$ cat src/logic/idcw_pkg.sv
// constants and types of the i2c dac channel write path
package idcw_pkg;
  // fixed upper five bits of the 7-bit slave address
  localparam logic [4:0] IDCW_ADDR_FIXED   = 5'h15;
  // byte geometry
  localparam int         IDCW_BYTE_BITS    = 8;
  localparam logic [3:0] IDCW_ACK_BIT      = 4'h8;
  // count while the ninth (acknowledge) clock is high
  localparam logic [3:0] IDCW_ACK_END      = 4'h9;
  localparam logic [3:0] IDCW_BIT_CNT_RST  = 4'h0;
  // pointer byte layout
  localparam int         IDCW_CHAN_BITS    = 6;
  localparam logic [1:0] IDCW_PTR_LEAD     = 2'h0;
  // dac word layout
  localparam int         IDCW_WORD_BITS    = 14;
  localparam int         IDCW_HI_DATA_BITS = 6;
  localparam logic [13:0] IDCW_WORD_RST    = 14'h0000;
  localparam logic [5:0]  IDCW_CHAN_RST    = 6'h00;

  // receiver phases
  typedef enum logic [2:0]
  {
    IDCW_IDLE  = 3'b000,
    IDCW_ADDR  = 3'b001,
    IDCW_PTR   = 3'b010,
    IDCW_DHI   = 3'b011,
    IDCW_DLO   = 3'b100,
    IDCW_IGN   = 3'b101
  } idcw_state_t;
endpackage

$ cat src/logic/idcw_top.sv
// i2c slave write path loading dac channel registers
`timescale 1ns/10ps
//
// Contract
// RULE_01 - master opens each write with START and address byte, read/write bit zero.
// RULE_02 - device acknowledges a matching address byte by pulling sda low.
// RULE_03 - pointer byte follows address, selects channel, and is acknowledged.
// RULE_04 - two data bytes follow pointer; single update then ends with STOP.
// RULE_05 - one full four-byte transaction updates exactly one channel.
// RULE_06 - address accepted once; later updates are pointer plus two data bytes.
// RULE_07 - two register-select bits in data choose the written register.
// RULE_08 - without STOP, next byte is a new pointer, then two data bytes.
// RULE_09 - STOP anywhere ends the sequence and waits for a new START.
// RULE_10 - address is fixed upper five bits plus two address-select pin levels.
// RULE_11 - acknowledge held low through ninth scl clock of each accepted byte.
// RULE_12 - pointer byte is two zero bits then six-bit channel address.
// RULE_13 - first data byte: select bits and upper data; second: lower data.
module idcw_top
  import idcw_pkg::*;
#(
  parameter int CHAN_BITS = IDCW_CHAN_BITS,
  parameter int WORD_BITS = IDCW_WORD_BITS
)
(
  // clock and reset
  input  wire logic                 clk_sys,
  input  wire logic                 sys_rst,
  // i2c pins, sda open drain
  input  wire logic                 scl_i,
  input  wire logic                 sda_i,
  output logic                      sda_o,
  output logic                      sda_oe,
  // address-select straps
  input  wire logic                 slave_addr_pin_high,
  input  wire logic                 slave_addr_pin_low,
  // channel write strobe and data
  output logic                      wr_valid,
  output logic [CHAN_BITS-1:0]      channel_address,
  output logic                      register_select_high,
  output logic                      register_select_low,
  output logic [WORD_BITS-1:0]      dac_input_word
);
  // ---------------------------------------------------------------
  // pin conditioning
  // ---------------------------------------------------------------
  logic scl_rise;
  logic scl_fall;
  logic sda_s;
  logic start_det;
  logic stop_det;
  logic [1:0] strap_meta_q;
  logic [1:0] strap_q;

  idcw_sync u_sync
  (
    .clk_sys   (clk_sys),
    .sys_rst   (sys_rst),
    .scl_i     (scl_i),
    .sda_i     (sda_i),
    .scl_rise  (scl_rise),
    .scl_fall  (scl_fall),
    .sda_s     (sda_s),
    .start_det (start_det),
    .stop_det  (stop_det)
  );

  // straps pass two flops too
  always_ff @(posedge clk_sys or posedge sys_rst)
  begin
    if (sys_rst)
    begin
      strap_meta_q <= 2'h0;
      strap_q      <= 2'h0;
    end
    else
    begin
      strap_meta_q <= {slave_addr_pin_high, slave_addr_pin_low};
      strap_q      <= strap_meta_q;
    end
  end

  // ---------------------------------------------------------------
  // byte receiver
  // ---------------------------------------------------------------
  idcw_state_t      state_q;
  logic [3:0]       bit_cnt_q;
  logic [7:0]       shift_q;
  logic [7:0]       hi_byte_q;
  logic [CHAN_BITS-1:0] chan_q;
  logic             ack_q;
  logic [7:0]       byte_now;
  logic             byte_done;

  // byte with the eighth bit sampled on this rising edge
  assign byte_now  = {shift_q[6:0], sda_s};
  assign byte_done = scl_rise & (bit_cnt_q == 4'h7);

  // address match: fixed part, strap pins, write direction
  function automatic logic addr_match(input logic [7:0] b, input logic [1:0] pins);
    addr_match = (b[7:3] == IDCW_ADDR_FIXED) && (b[2:1] == pins) && !b[0]; // RULE_10
  endfunction

  // bit counter: 0..7 data, 8 ack slot low, 9 ack clock high
  // the ninth rise must not count as a data bit of the next byte
  always_ff @(posedge clk_sys or posedge sys_rst)
  begin
    if (sys_rst)
      bit_cnt_q <= IDCW_BIT_CNT_RST;
    else if (start_det || stop_det)
      bit_cnt_q <= IDCW_BIT_CNT_RST;
    else if (scl_fall && bit_cnt_q == IDCW_ACK_END)
      bit_cnt_q <= IDCW_BIT_CNT_RST;
    else if (scl_rise && bit_cnt_q != IDCW_ACK_END)
      bit_cnt_q <= bit_cnt_q + 4'h1;
  end

  // serial shift, msb first
  always_ff @(posedge clk_sys or posedge sys_rst)
  begin
    if (sys_rst)
      shift_q <= 8'h00;
    else if (scl_rise && bit_cnt_q < IDCW_ACK_BIT)
      shift_q <= byte_now;
  end

  // phase sequencing
  always_ff @(posedge clk_sys or posedge sys_rst)
  begin
    if (sys_rst)
      state_q <= IDCW_IDLE;
    else if (stop_det)
      state_q <= IDCW_IDLE; // RULE_09
    else if (start_det)
      state_q <= IDCW_ADDR; // RULE_01
    else if (byte_done)
    begin
      unique case (state_q)
        IDCW_IDLE: state_q <= IDCW_IDLE;
        IDCW_ADDR: state_q <= addr_match(byte_now, strap_q) ? IDCW_PTR : IDCW_IGN; // RULE_02
        IDCW_PTR:  state_q <= (byte_now[7:6] == IDCW_PTR_LEAD) ? IDCW_DHI : IDCW_IGN; // RULE_03
        IDCW_DHI:  state_q <= IDCW_DLO; // RULE_04
        IDCW_DLO:  state_q <= IDCW_PTR; // RULE_08
        IDCW_IGN:  state_q <= IDCW_IGN;
        default:   state_q <= IDCW_IGN;
      endcase
    end
  end

  // ---------------------------------------------------------------
  // acknowledge drive
  // ---------------------------------------------------------------
  // armed when an accepted byte completes, cleared as scl falls after the eighth bit
  always_ff @(posedge clk_sys or posedge sys_rst)
  begin
    if (sys_rst)
      ack_q <= 1'b0;
    else if (start_det || stop_det)
      ack_q <= 1'b0;
    else if (byte_done)
    begin
      unique case (state_q)
        IDCW_ADDR: ack_q <= addr_match(byte_now, strap_q); // RULE_02
        IDCW_PTR:  ack_q <= (byte_now[7:6] == IDCW_PTR_LEAD); // RULE_03
        IDCW_DHI:  ack_q <= 1'b1;
        IDCW_DLO:  ack_q <= 1'b1;
        default:   ack_q <= 1'b0;
      endcase
    end
    else if (scl_fall && bit_cnt_q == IDCW_ACK_BIT)
      ack_q <= 1'b0; // RULE_11
  end

  // drive low only in the acknowledge slot, after scl falls past bit 8
  logic ack_drive_q;
  always_ff @(posedge clk_sys or posedge sys_rst)
  begin
    if (sys_rst)
      ack_drive_q <= 1'b0;
    else if (start_det || stop_det)
      ack_drive_q <= 1'b0;
    else if (scl_fall && bit_cnt_q == IDCW_ACK_BIT)
      ack_drive_q <= ack_q; // RULE_11
    else if (scl_fall && bit_cnt_q == IDCW_ACK_END)
      ack_drive_q <= 1'b0; // RULE_11
  end

  assign sda_o  = 1'b0;
  assign sda_oe = ack_drive_q;

  // ---------------------------------------------------------------
  // channel and data capture
  // ---------------------------------------------------------------
  // pointer gives channel, first data byte held until second
  always_ff @(posedge clk_sys or posedge sys_rst)
  begin
    if (sys_rst)
    begin
      chan_q    <= IDCW_CHAN_RST;
      hi_byte_q <= 8'h00;
    end
    else if (byte_done && state_q == IDCW_PTR)
      chan_q <= byte_now[CHAN_BITS-1:0]; // RULE_12
    else if (byte_done && state_q == IDCW_DHI)
      hi_byte_q <= byte_now; // RULE_13
  end

  // one write strobe per completed pointer/data group
  always_ff @(posedge clk_sys or posedge sys_rst)
  begin
    if (sys_rst)
    begin
      wr_valid             <= 1'b0;
      channel_address      <= IDCW_CHAN_RST;
      register_select_high <= 1'b0;
      register_select_low  <= 1'b0;
      dac_input_word       <= IDCW_WORD_RST;
    end
    else
    begin
      wr_valid <= byte_done && (state_q == IDCW_DLO) && !stop_det && !start_det; // RULE_05 RULE_06
      if (byte_done && state_q == IDCW_DLO && !stop_det && !start_det)
      begin
        channel_address      <= chan_q;
        register_select_high <= hi_byte_q[7]; // RULE_07
        register_select_low  <= hi_byte_q[6]; // RULE_07
        dac_input_word       <= {hi_byte_q[IDCW_HI_DATA_BITS-1:0], byte_now}; // RULE_13
      end
    end
  end
endmodule

$ cat src/logic/idcw_sync.sv
// two-flop synchroniser with edge and start/stop detection for scl and sda
`timescale 1ns/10ps
module idcw_sync
(
  // clock and reset
  input  wire logic clk_sys,
  input  wire logic sys_rst,
  // bus pins
  input  wire logic scl_i,
  input  wire logic sda_i,
  // conditioned events
  output logic      scl_rise,
  output logic      scl_fall,
  output logic      sda_s,
  output logic      start_det,
  output logic      stop_det
);
  logic [1:0] scl_meta_q;
  logic [1:0] sda_meta_q;
  logic       scl_old_q;
  logic       sda_old_q;

  // double registering of the pins, idle high
  always_ff @(posedge clk_sys or posedge sys_rst)
  begin
    if (sys_rst)
    begin
      scl_meta_q <= 2'h3;
      sda_meta_q <= 2'h3;
      scl_old_q  <= 1'b1;
      sda_old_q  <= 1'b1;
    end
    else
    begin
      scl_meta_q <= {scl_meta_q[0], scl_i};
      sda_meta_q <= {sda_meta_q[0], sda_i};
      scl_old_q  <= scl_meta_q[1];
      sda_old_q  <= sda_meta_q[1];
    end
  end

  // edges and bus conditions from synchronised levels only
  assign sda_s     = sda_meta_q[1];
  assign scl_rise  = scl_meta_q[1] & ~scl_old_q;
  assign scl_fall  = ~scl_meta_q[1] & scl_old_q;
  assign start_det = scl_meta_q[1] & scl_old_q & sda_old_q & ~sda_meta_q[1];
  assign stop_det  = scl_meta_q[1] & scl_old_q & ~sda_old_q & sda_meta_q[1];
endmodule

$ cat config.mk
export PLATFORM = sky130hd
export DESIGN_NAME = idcw_top
export DESIGN_NICKNAME = d
export VERILOG_FILES = /design/src/logic/idcw_pkg.sv /design/src/logic/idcw_top.sv /design/src/logic/idcw_sync.sv
export SDC_FILE = /design/constraint.sdc
export NUM_CORES = 1
export LEC_CHECK = 0
export ABC_AREA = 1
export BUFFER_PORTS_ARGS = -buffer_cell sky130_fd_sc_hd__buf_2
export CELL_PAD_IN_SITES_DETAIL_PLACEMENT = 1
export CELL_PAD_IN_SITES_GLOBAL_PLACEMENT = 1
export CORE_ASPECT_RATIO = 1.1
export CORE_MARGIN = 1
export CORE_UTILIZATION = 30
export DETAILED_ROUTE_END_ITERATION = 12
export HOLD_SLACK_MARGIN = 0.02
export PLACE_DENSITY_LB_ADDON = 0.1
export SETUP_SLACK_MARGIN = 0.02
export SLEW_MARGIN = 10
export SYNTH_ARGS = -nofsm -noshare
export SYNTH_HDL_FRONTEND = slang
export SYNTH_HIERARCHICAL = 1
export SYNTH_SLANG_ARGS = --single-unit
$ cat constraint.sdc
create_clock -name clk_sys -period 5 [get_ports clk_sys]
set_input_delay 0 -clock clk_sys [delete_from_list [all_inputs] [get_ports clk_sys]]
set_output_delay 0 -clock clk_sys [all_outputs]
set_load 0.005 [all_outputs]
# Yosys cells after proc, flatten, opt, wreduce, memory -nomap -nowiden
# Cells that the tools add are included.
totals:
  reg_bits: 63
  latchBits: 0
  mem_bits_rw: 0
  mem_bits_ro: 0
  in_bits: 6
  out_inout_bits: 25
  word_cells: 82
  mem_count: 0
classes:
  n_addsub: 1
  multipliers: 0
  div_mod_pow: 0
  n_lt_le_gt_ge: 1
  eq_ne: 10
  shifts: 0
  muxes: 16
  n_bitwise: 13
  n_reduce_logical: 23
op_table:
  columns: ["operator", "n"]
  rows:
  - ["$mux W3", 5]
  - ["$pmux W3 S5", 1]
  - ["$mux W4", 3]
  - ["$reduce_bool A3 Y1", 4]
  - ["$logic_and A1 B1 Y1", 11]
  - ["$and A1 B1 Y1", 8]
  - ["$eq A4 B4 Y1 const B", 2]
  - ["$eq A3 B2 Y1 const B", 2]
  - ["$mux W1", 6]
  - ["$eq A5 B5 Y1 const B", 1]
  - ["$not A1 Y1", 5]
  - ["$add A4 B1 Y4 const B", 1]
  - ["$eq A4 B3 Y1 const B", 1]
  - ["$lt A4 B4 Y1 const B", 1]
  - ["$ne A4 B4 Y1 const B", 1]
  - ["$eq A3 B1 Y1 const B", 1]
  - ["$eq A3 B3 Y1 const B", 1]
  - ["$logic_not A1 Y1", 3]
  - ["$logic_not A3 Y1", 1]
  - ["$pmux W1 S3", 1]
  - ["$eq A2 B2 Y1", 1]
  - ["$logic_not A2 Y1", 1]
  - ["$reduce_and A2 Y1", 1]
  - ["$reduce_or A2 Y1", 1]
  - ["$logic_or A1 B1 Y1", 1]

# Logic depth before layout (Yosys ltp)
# Gate-level depths: netlist of run 1.
logic_depth:
  depth_word: 8
  mapped_depth: 11
  ltp_nobuf: 10

# Cells and area by module
# The synthesis of run 1 kept the hierarchy.
modules_own_cells:
  columns: ["mod", "n_inst", "cells_each", "area_per_inst_um2", "seq_area_each_um2"]
  rows:
  - ["idcw_top", 1, 267, 2366.0, 1426.4]
  - ["idcw_sync", 1, 18, 202.7, 157.7]

# Worst setup path after synthesis of run 1
# Ideal clock, no wire load.
synth_timing:
  path_kind: "register to register"
  startpoint: "reg u_sync.scl_meta_q[1]"
  endpoint: "reg dac_input_word[3]"
  setup_time_ns: 0.122
  arrival_ns: 1.564
  t_required_ns: 4.878
  slack_ns: 3.313
  stages_incl_launch_ff: 11
  n_path_buf: 1
  synth_period_minus_slack_ns: 1.687
  path_cell_list: "dfstp_2 > inv_1 > nor2_1 > nand2_2 > nor3_4 > inv_2 > nor2_4 > nand2_2 > buf_2 > nand2_1 > o21ai_1"
synth_between:
  elab_cells_between_ends: 12
  cone_classes: "bitwise (7); reduce/logical (5)"
synth_lines:
  columns: ["element", "line_no", "source"]
  rows:
  - ["start, declared", "idcw_sync.sv:18", "logic [1:0] scl_meta_q;"]
  - ["start signal, assigned", "idcw_sync.sv:35", "scl_meta_q <= {scl_meta_q[0], scl_i};"]
  - ["$and A1 B1 Y1", "idcw_sync.sv:44", "assign scl_rise = scl_meta_q[1] & ~scl_old_q;"]
  - ["net scl_rise", "idcw_top.sv:46", "logic scl_rise;"]
  - ["$and A1 B1 Y1", "idcw_top.sv:96", "assign byte_done = scl_rise & (bit_cnt_q == 4'h7);"]
  - ["$logic_and A1 B1 Y1 (3 in series)", "idcw_top.sv:221", "if (byte_done && state_q == IDCW_DLO && !stop_det && !start_det)"]
  - ["end signal, assigned", "idcw_top.sv:226", "dac_input_word <= {hi_byte_q[IDCW_HI_DATA_BITS-1:0], byte_now};"]
  - ["end, declared", "idcw_top.sv:41", "output logic [WORD_BITS-1:0] dac_input_word"]
# The timed path passes the listed nets, and every way through them passes these cells.
# A chain may end at the register's enable or synchronous reset.

# Worst setup path in the final report of run 1
layout_timing:
  startpoint: "reg u_sync.scl_meta_q[1]"
  endpoint: "reg channel_address[3]"
layout_between:
  elab_cells_between_ends: 12
  cone_classes: "bitwise (7); reduce/logical (5)"
layout_lines:
  columns: ["element", "line_no", "source"]
  rows:
  - ["$and A1 B1 Y1", "idcw_sync.sv:44", null]
  - ["net scl_rise", "idcw_top.sv:46", null]
  - ["$and A1 B1 Y1", "idcw_top.sv:96", null]
  - ["$logic_and A1 B1 Y1 (3 in series)", "idcw_top.sv:221", null]
  - ["end signal, assigned", "idcw_top.sv:223", "channel_address <= chan_q;"]
  - ["end, declared", "idcw_top.sv:38", "output logic [CHAN_BITS-1:0] channel_address,"]
# The timed path passes the listed nets, and every way through them passes these cells.

==> results of run 1 <==
how the worst max path moves through the flow:
| stage | from | end | cells after the start |
|---|---|---|---|
| 4_1_cts | u_sync/scl_meta_q[1] | channel_address[3] | 10 |
| 3_3_place_gp | u_sync/scl_meta_q[1] | channel_address[3] | 10 |
| 6_report | u_sync/scl_meta_q[1] | channel_address[3] | 10 |
| 2_1_floorplan | u_sync/scl_meta_q[1] | dac_input_word[3] | 10 |
| 5_1_grt | u_sync/scl_meta_q[1] | dac_input_word[12] | 10 |
| 3_5_place_dp | u_sync/scl_meta_q[1] | channel_address[3] | 10 |
metal layers:
metal,vias up,GRT usage
li1,964,-
met1,908,0.182
met2,26,0.231
met3,11,0.0285
met4,0,0.0819
met5,-,0
state kept, by name (all words and copies together) (netlist names):
| signal | cells |
|---|---|
| dac_input_word | 14 |
| hi_byte_q | 8 |
| shift_q | 7 |
| chan_q | 6 |
| channel_address | 6 |
| bit_cnt_q | 4 |
| state_q | 3 |
| strap_meta_q | 2 |
| strap_q | 2 |
| u_sync/scl_meta_q | 2 |
| u_sync/sda_meta_q | 2 |
| ack_q | 1 |
| register_select_high | 1 |
| register_select_low | 1 |
| sda_oe | 1 |
| u_sync/scl_old_q | 1 |
| u_sync/sda_old_q | 1 |
| wr_valid | 1 |
logic make-up after synthesis:
kind of cell | after synthesis | synth area share
compound gates | 36 | 0.0711
xor+xnor | 1 | 0.00341
fa+ha+maj | 3 | 0.0146
buf+inv | 39 | 0.0628
flops | 63 | 0.617
other cells | 1 | 0.00146
simple gates | 142 | 0.230
synthesized netlist by cell type:
master                     instances
sky130_fd_sc_hd__xor2_1            1
sky130_fd_sc_hd__a211oi_1          1
sky130_fd_sc_hd__inv_2             2
sky130_fd_sc_hd__dfrtp_1          57
sky130_fd_sc_hd__nor2_4            1
sky130_fd_sc_hd__nand2_1         104
sky130_fd_sc_hd__nand2_2           2
sky130_fd_sc_hd__o21ai_0          24
sky130_fd_sc_hd__nand4_2           1
sky130_fd_sc_hd__a21oi_1           3
sky130_fd_sc_hd__nor2_1           17
sky130_fd_sc_hd__nor3b_1           1
sky130_fd_sc_hd__nor3_4            1
sky130_fd_sc_hd__buf_2             3
sky130_fd_sc_hd__clkbuf_1          3
sky130_fd_sc_hd__nor3_1            6
sky130_fd_sc_hd__nand4_1           1
sky130_fd_sc_hd__dfstp_2           6
sky130_fd_sc_hd__o21ai_1           8
sky130_fd_sc_hd__conb_1            1
sky130_fd_sc_hd__ha_1              3
sky130_fd_sc_hd__buf_4             1
sky130_fd_sc_hd__buf_6             1
sky130_fd_sc_hd__inv_1            29
sky130_fd_sc_hd__nand3_1           8
power by group through the flow:
| stage | combinational [mW] | clock (mW) | sequential [mW] |
|---|---|---|---|
| 2_1_floorplan | 0.0888 | 0 | 0.575 |
| 3_3_place_gp | 0.125 | 0 | 0.585 |
| 3_5_place_dp | 0.127 | 0 | 0.584 |
| 4_1_cts | 0.131 | 0.515 | 0.575 |
| 5_1_grt | 0.146 | 0.539 | 0.581 |
| 6_report | 0.126 | 0.496 | 0.575 |
per-stage QoR:
stage	instances	hold WS (ns)	util
6_report	439	0.300	0.371
5_1_grt	439	0.289	0.371
4_1_cts	439	0.278	0.371
3_5_place_dp	418	0.107	0.338
3_3_place_gp	418	0.106	0.338
2_1_floorplan	285	-0.000977	-
area by class of cell:
class	count	area, sq um
well taps	111	139
inverters	31	116
clock buffers	11	141
multi-input cells	183	823
clock inverters	5	81.3
fillers	1014	5230
flip-flops and latches	63	1580
repair buffers	35	203
repair_timing:
action	in CTS	in global routing
endpoints found under the hold margin	67	0
setup buffers	0	0
hold buffers	5	0
worst max-delay path, stage by stage (launching register included):
cell                      delay (ns)
sky130_fd_sc_hd__dfstp_2        0.55
sky130_fd_sc_hd__inv_1          0.04
sky130_fd_sc_hd__nor2_1         0.23
sky130_fd_sc_hd__nand2_2        0.24
sky130_fd_sc_hd__nor3_4         0.23
sky130_fd_sc_hd__inv_2          0.09
sky130_fd_sc_hd__nor2_4         0.11
sky130_fd_sc_hd__nand2_2        0.34
sky130_fd_sc_hd__inv_2          0.35
sky130_fd_sc_hd__nand2_1        0.10
sky130_fd_sc_hd__nand2_1        0.07
==> out/metrics.yaml, run 1 <==
run_status: "finished clean"
total_leakage_power_nw: 1.64
post-place-ws_ns: 2.52
mapped_cells: 285
synth_seq_area_share: 0.617
cell_internal_pwr_mw: 0.876
power_frac_comb: 0.105
area_fraction_of_the_dominant_cell_type_after_synthesis: 0.555
switching_share_of_total_power: 0.267
cts.reportedPaths.clkPinSlew_ns: 0.07
vdd_drop_max_uv: 135
synth-seq-cells: 63
wl_per_cell_microns: 12.8
sequentialPowerShare: 0.481
placementRows: 35
setup.worst_path.class: "flip-flop to flip-flop"
die_area_sq_um: 8940
powerDensity_nw_per_um2: 387
cts_buffers: 9
dr.first_iter.drc_count: 87
global_route.usage.total: 0.144
grt_setup_unrepaired: "no"
synth_area_leaders: "sky130_fd_sc_hd__dfrtp_1 (56%), sky130_fd_sc_hd__nand2_1 (15%), sky130_fd_sc_hd__dfstp_2 (6.1%)"
timing.rr.end: "channel_address[3]"
synth_fp_nets: 294
most-common-layout-cells: "sky130_fd_sc_hd__nand2_1 (104), sky130_fd_sc_hd__dfrtp_1 (57), sky130_fd_sc_hd__buf_2 (29)"
design_power_total_mw: 1.20
detail_route.drc_violations: 0
worstSetupStartpointType: "flip-flop"
top_level_ports: 31
flow.area_growth_from_synthesis_pct: 20.2
via_count: 1909
mostFrequentLayoutCell: "sky130_fd_sc_hd__nand2_1"
viasPerCell: 4.35
met3_wl_post_dr_microns: 138
layout-drive-gt1-share: 0.180
synth.largest_area_cell: "sky130_fd_sc_hd__dfrtp_1"
cts.root.buffer_cell: "sky130_fd_sc_hd__clkbuf_8"
worst_hold_path_type: "input pin to flip-flop"
detail_route.wirelength_microns: 5640
critical_path.reg2reg.startpoint: "u_sync/scl_meta_q[1]"
initial_core_util: 0.309
worstHoldEndpoint: "strap_meta_q[0]"
worst_margin_pin_slew_ns: 0.744
timing.slew.headroom: 0.504
top_signal_layer_used: "met4"
cts_tree: "done"
final.setup_skew_ns: 0.00419
gp_routability_congestion: 0.780
instance_area_after_placement_sq_um: 2820
critical_path_peak_fanout: 31
antenna_cells: 0
h-tree-depth: 3
hold_path.startpoint: "slave_addr_pin_low"
final-hold-violation-count: 0
final_critical_path_setup_slack_ns: 2.58
syn_area_sq_um: 2570
totalNegativeSetupSlack_ns: 0
avgSynthCellArea_sq_um: 9.01
cts_repair_resize_count: 0
floorplan_die_height_microns: 99.1
synth.distinct_cells: 25
numPortBuffers: 29
width_of_the_chip_microns: 90.2
shortest_clock_period_the_worst_path_allows_after_layout_ns: 2.42
antenna_found_initial: 0
timing_max_transition_violations_final: 0
worst_ep_arrival_time_ns: 2.70
max-clock-path-buffers: 2
grt_pass1_wl_microns: 9830
holdPathStages: 2
timing.fmax_mhz: 414
wl_met2_microns: 2680
grt_pass1_vias: 1943
setup.reg_to_reg.worst_slack_ns: 2.58
detailedPlacementHpwl_microns: 3870
insertion_delay_ns: 0.34
clock_sinks: 63
critical_path_required_ns: 5.28
grt_start_max_net_pins: 58
yosysWarningCount: 6
ant_nets: 0
wl_met1_microns: 2680
power.share.clock: 0.415
worst-r2r-cell-count: 10
fin_nets: 332
setup-violations-final: 0
core_region_area_sq_um: 8320
dr.pass1.iters: 4
finish.instance_area_sq_um: 3090
maxCapViolCount: 0
critical_path.endpoint_type: "flip-flop"
p_switching_mw: 0.320
fin_crit_sh: 0.484
globalRouteOverflowTotal: 0
No activity file was read; power rests on OpenSTA's default activity.
==> inputs of run 2 (changes only) <==
==> constraint.sdc (replaced) <==
create_clock -name clk_sys -period 2.4 [get_ports clk_sys]
set_input_delay 0 -clock clk_sys [delete_from_list [all_inputs] [get_ports clk_sys]]
set_output_delay 0 -clock clk_sys [all_outputs]
set_load 0.005 [all_outputs]
==> out/metrics.yaml, run 2 (synthesized netlist as in run 1, its figures left out) <==
worstSetupStartpointType: "flip-flop"
sequentialPowerShare: 0.477  # -0.004
die_area_sq_um: 8940  # unchanged
reg.largest.list: "dac_input_word x14, hi_byte_q x8, shift_q x7"
power_frac_comb: 0.105  # about the same
timing_max_transition_violations_final: 0  # unchanged
insertion_delay_ns: 0.33  # about the same
grt_setup_unrepaired: "no"
detail_route.drc_violations: 0  # unchanged
top_level_ports: 31  # unchanged
grt_start_max_net_pins: 31  # -47%
wl_per_cell_microns: 12.9  # about the same
antenna_found_initial: 0  # unchanged
max-clock-path-buffers: 2  # unchanged
numPortBuffers: 29  # unchanged
worst_hold_path_type: "input pin to asynchronous set/reset pin"
timing.fmax_mhz: 482  # +17%
grt_pass1_wl_microns: 9840  # +0.14%
flow.area_growth_from_synthesis_pct: 20.8
detail_route.wirelength_microns: 5670  # +0.46%
final-hold-violation-count: 0  # unchanged
slowest_stage: "sky130_fd_sc_hd__dfstp_2"
worst_path_most_repeated_cell: "sky130_fd_sc_hd__nand2_2"
global_route.usage.total: 0.143  # -0.000974
filler_cell_count: 1007  # -0.69%
antenna_cells: 0  # unchanged
worst-path-buf-inv: 3  # unchanged
fin_crit_sh: 0.864  # +0.380
maxCapViolCount: 0  # unchanged
core_region_area_sq_um: 8320  # unchanged
final.setup_skew_ns: 0.00684  # +0.00265 ns
detailedPlacementHpwl_microns: 4010  # +3.4%
postCtsSetupBuffers: 0  # unchanged
layout-drive-gt1-share: 0.182  # +0.00194
via_count: 1926  # +0.89%
path_cells: "inv_1, nor2_1, nand2_2, nor3_4, inv_2, nor2_4, nand2_2, buf_4, nand2_1, o21ai_1"
critical_path.reg2reg.startpoint: "u_sync/scl_meta_q[1]"
path_depth: 10  # unchanged
cts_repair_resize_count: 0  # unchanged
run_status: "finished clean"
cts.root.buffer_cell: "sky130_fd_sc_hd__clkbuf_8"
p_switching_mw: 0.656  # +110%
total_leakage_power_nw: 1.66  # +0.79%
critical_path.endpoint_type: "flip-flop"
globalRouteOverflowTotal: 0  # unchanged
setup.worst_path.class: "flip-flop to flip-flop"
critical_path_required_ns: 2.61  # -2.67 ns
worst_ep_arrival_time_ns: 2.29  # -0.41 ns
placedCellCount: 420  # +0.48%
cts-hold-fix-buffers: 5  # unchanged
switching_share_of_total_power: 0.261  # -0.00610
worst-r2r-cell-count: 10  # unchanged
most-common-layout-cells: "sky130_fd_sc_hd__nand2_1 (104), sky130_fd_sc_hd__dfrtp_1 (57), sky130_fd_sc_hd__buf_2 (29)"
regMostFlops: "dac_input_word"
totalNegativeSetupSlack_ns: 0  # unchanged
setup-violations-final: 0  # unchanged
path_delay_family: "simple AND/OR/NAND/NOR gates"
dr.first_iter.drc_count: 65  # -25%
mostFrequentLayoutCell: "sky130_fd_sc_hd__nand2_1"
finish.cell_count_without_fillers: 441  # +0.46%
gp_routability_congestion: 0.780  # about the same
cts_tree: "done"
cts.reportedPaths.clkPinSlew_ns: 0.07  # about the same
clock_sinks: 63  # unchanged
width_of_the_chip_microns: 90.2  # unchanged
timing.rr.end: "dac_input_word[7]"
power.share.clock: 0.418  # +0.003
placementRows: 35  # unchanged
max_reg_flops: 14  # unchanged
cpPeakStageDelay_ns: 0.55  # about the same
floorplan_die_height_microns: 99.1  # unchanged
fin_nets: 334  # +0.60%
critical_path_peak_fanout: 30  # -3.2%
viasPerCell: 4.37  # +0.43%
dr.pass1.iters: 4  # unchanged
initial_core_util: 0.309  # unchanged
cts_buffers: 9  # unchanged
setup.reg_to_reg.worst_slack_ns: 0.33  # -2.26 ns
grt_pass1_vias: 1962  # +0.98%
powerDensity_nw_per_um2: 809  # +110%
h-tree-depth: 3  # unchanged
ant_nets: 0  # unchanged
vdd_drop_max_uv: 315  # +130%
shortest_clock_period_the_worst_path_allows_after_layout_ns: 2.07  # -0.345 ns
cell_internal_pwr_mw: 1.85  # +110%
-- run 2: cell count changes in the layout (fill, tap and decap cells not counted) --
| cell | previous run | this run |
|---|---|---|
| sky130_fd_sc_hd__buf_4 | 1 | 3 |
| sky130_fd_sc_hd__clkbuf_1 | 1 | 2 |
| sky130_fd_sc_hd__clkbuf_8 | 10 | 11 |
| sky130_fd_sc_hd__clkinv_4 | 1 | 0 |
| sky130_fd_sc_hd__clkinvlp_4 | 1 | 0 |
-- run 2: area by class of cell --
cell class,instances,area (sq um),area share
clock buffers,13,159,0.0512
clock inverters,3,65.1,0.0210
inverters,31,116,0.0375
multi-input cells,183,823,0.265
flip-flops and latches,63,1580,0.510
well taps,111,139,0.0447
repair buffers,37,218,0.0701
-- run 2: per-stage QoR --
| step | instance area [sq um] | hold slack (ns) | power (mW) | worst slack, ns | util |
|---|---|---|---|---|---|
| after floorplan | 2570 | -0.000977 | 1.38 | 0.713 | - |
| after global placement | 2830 | 0.0652 | 1.48 | 0.401 | 0.340 |
| after detailed placement | 2830 | 0.0721 | 1.48 | 0.312 | 0.340 |
| after CTS | 3100 | 0.240 | 2.56 | 0.282 | 0.373 |
| after global routing | 3100 | 0.289 | 2.67 | 0.0764 | 0.373 |
| final | 3100 | 0.236 | 2.51 | 0.327 | 0.373 |
-- run 2: power by group through the flow --
stage	Combinational (mW)	Sequential [mW]	Clock (mW)
final	0.263	1.20	1.05
after global routing	0.315	1.21	1.15
after CTS	0.274	1.20	1.09
after detailed placement	0.266	1.22	0
after global placement	0.262	1.22	0
after floorplan	0.185	1.20	0
-- run 2: worst max-delay path by stage --
| stage | startpoint | slack, ns | to |
|---|---|---|---|
| floorplan | u_sync/scl_meta_q[1] | 0.71 | dac_input_word[3] |
| global placement | u_sync/scl_meta_q[1] | 0.40 | dac_input_word[3] |
| detailed placement | u_sync/scl_meta_q[1] | 0.31 | dac_input_word[7] |
| CTS | u_sync/scl_meta_q[1] | 0.28 | dac_input_word[7] |
| global route | u_sync/scl_meta_q[1] | 0.08 | hi_byte_q[5] |
| finish | u_sync/scl_meta_q[1] | 0.33 | dac_input_word[7] |
-- run 2: worst min-delay path, cell delays in order --
cell,delay [ns]
sky130_fd_sc_hd__dlygate4sd3_1,0.53
sky130_fd_sc_hd__buf_2,0.13
sky130_fd_sc_hd__inv_2,0.36
-- run 2: metal layers --
layer	vias up	part of all wire	track usage
li1	962	-	-
met1	932	0.48	0.175
met2	24	0.48	0.241
met3	8	0.028	0.0401
met4	0	0.015	0.0521
met5	-	0	0
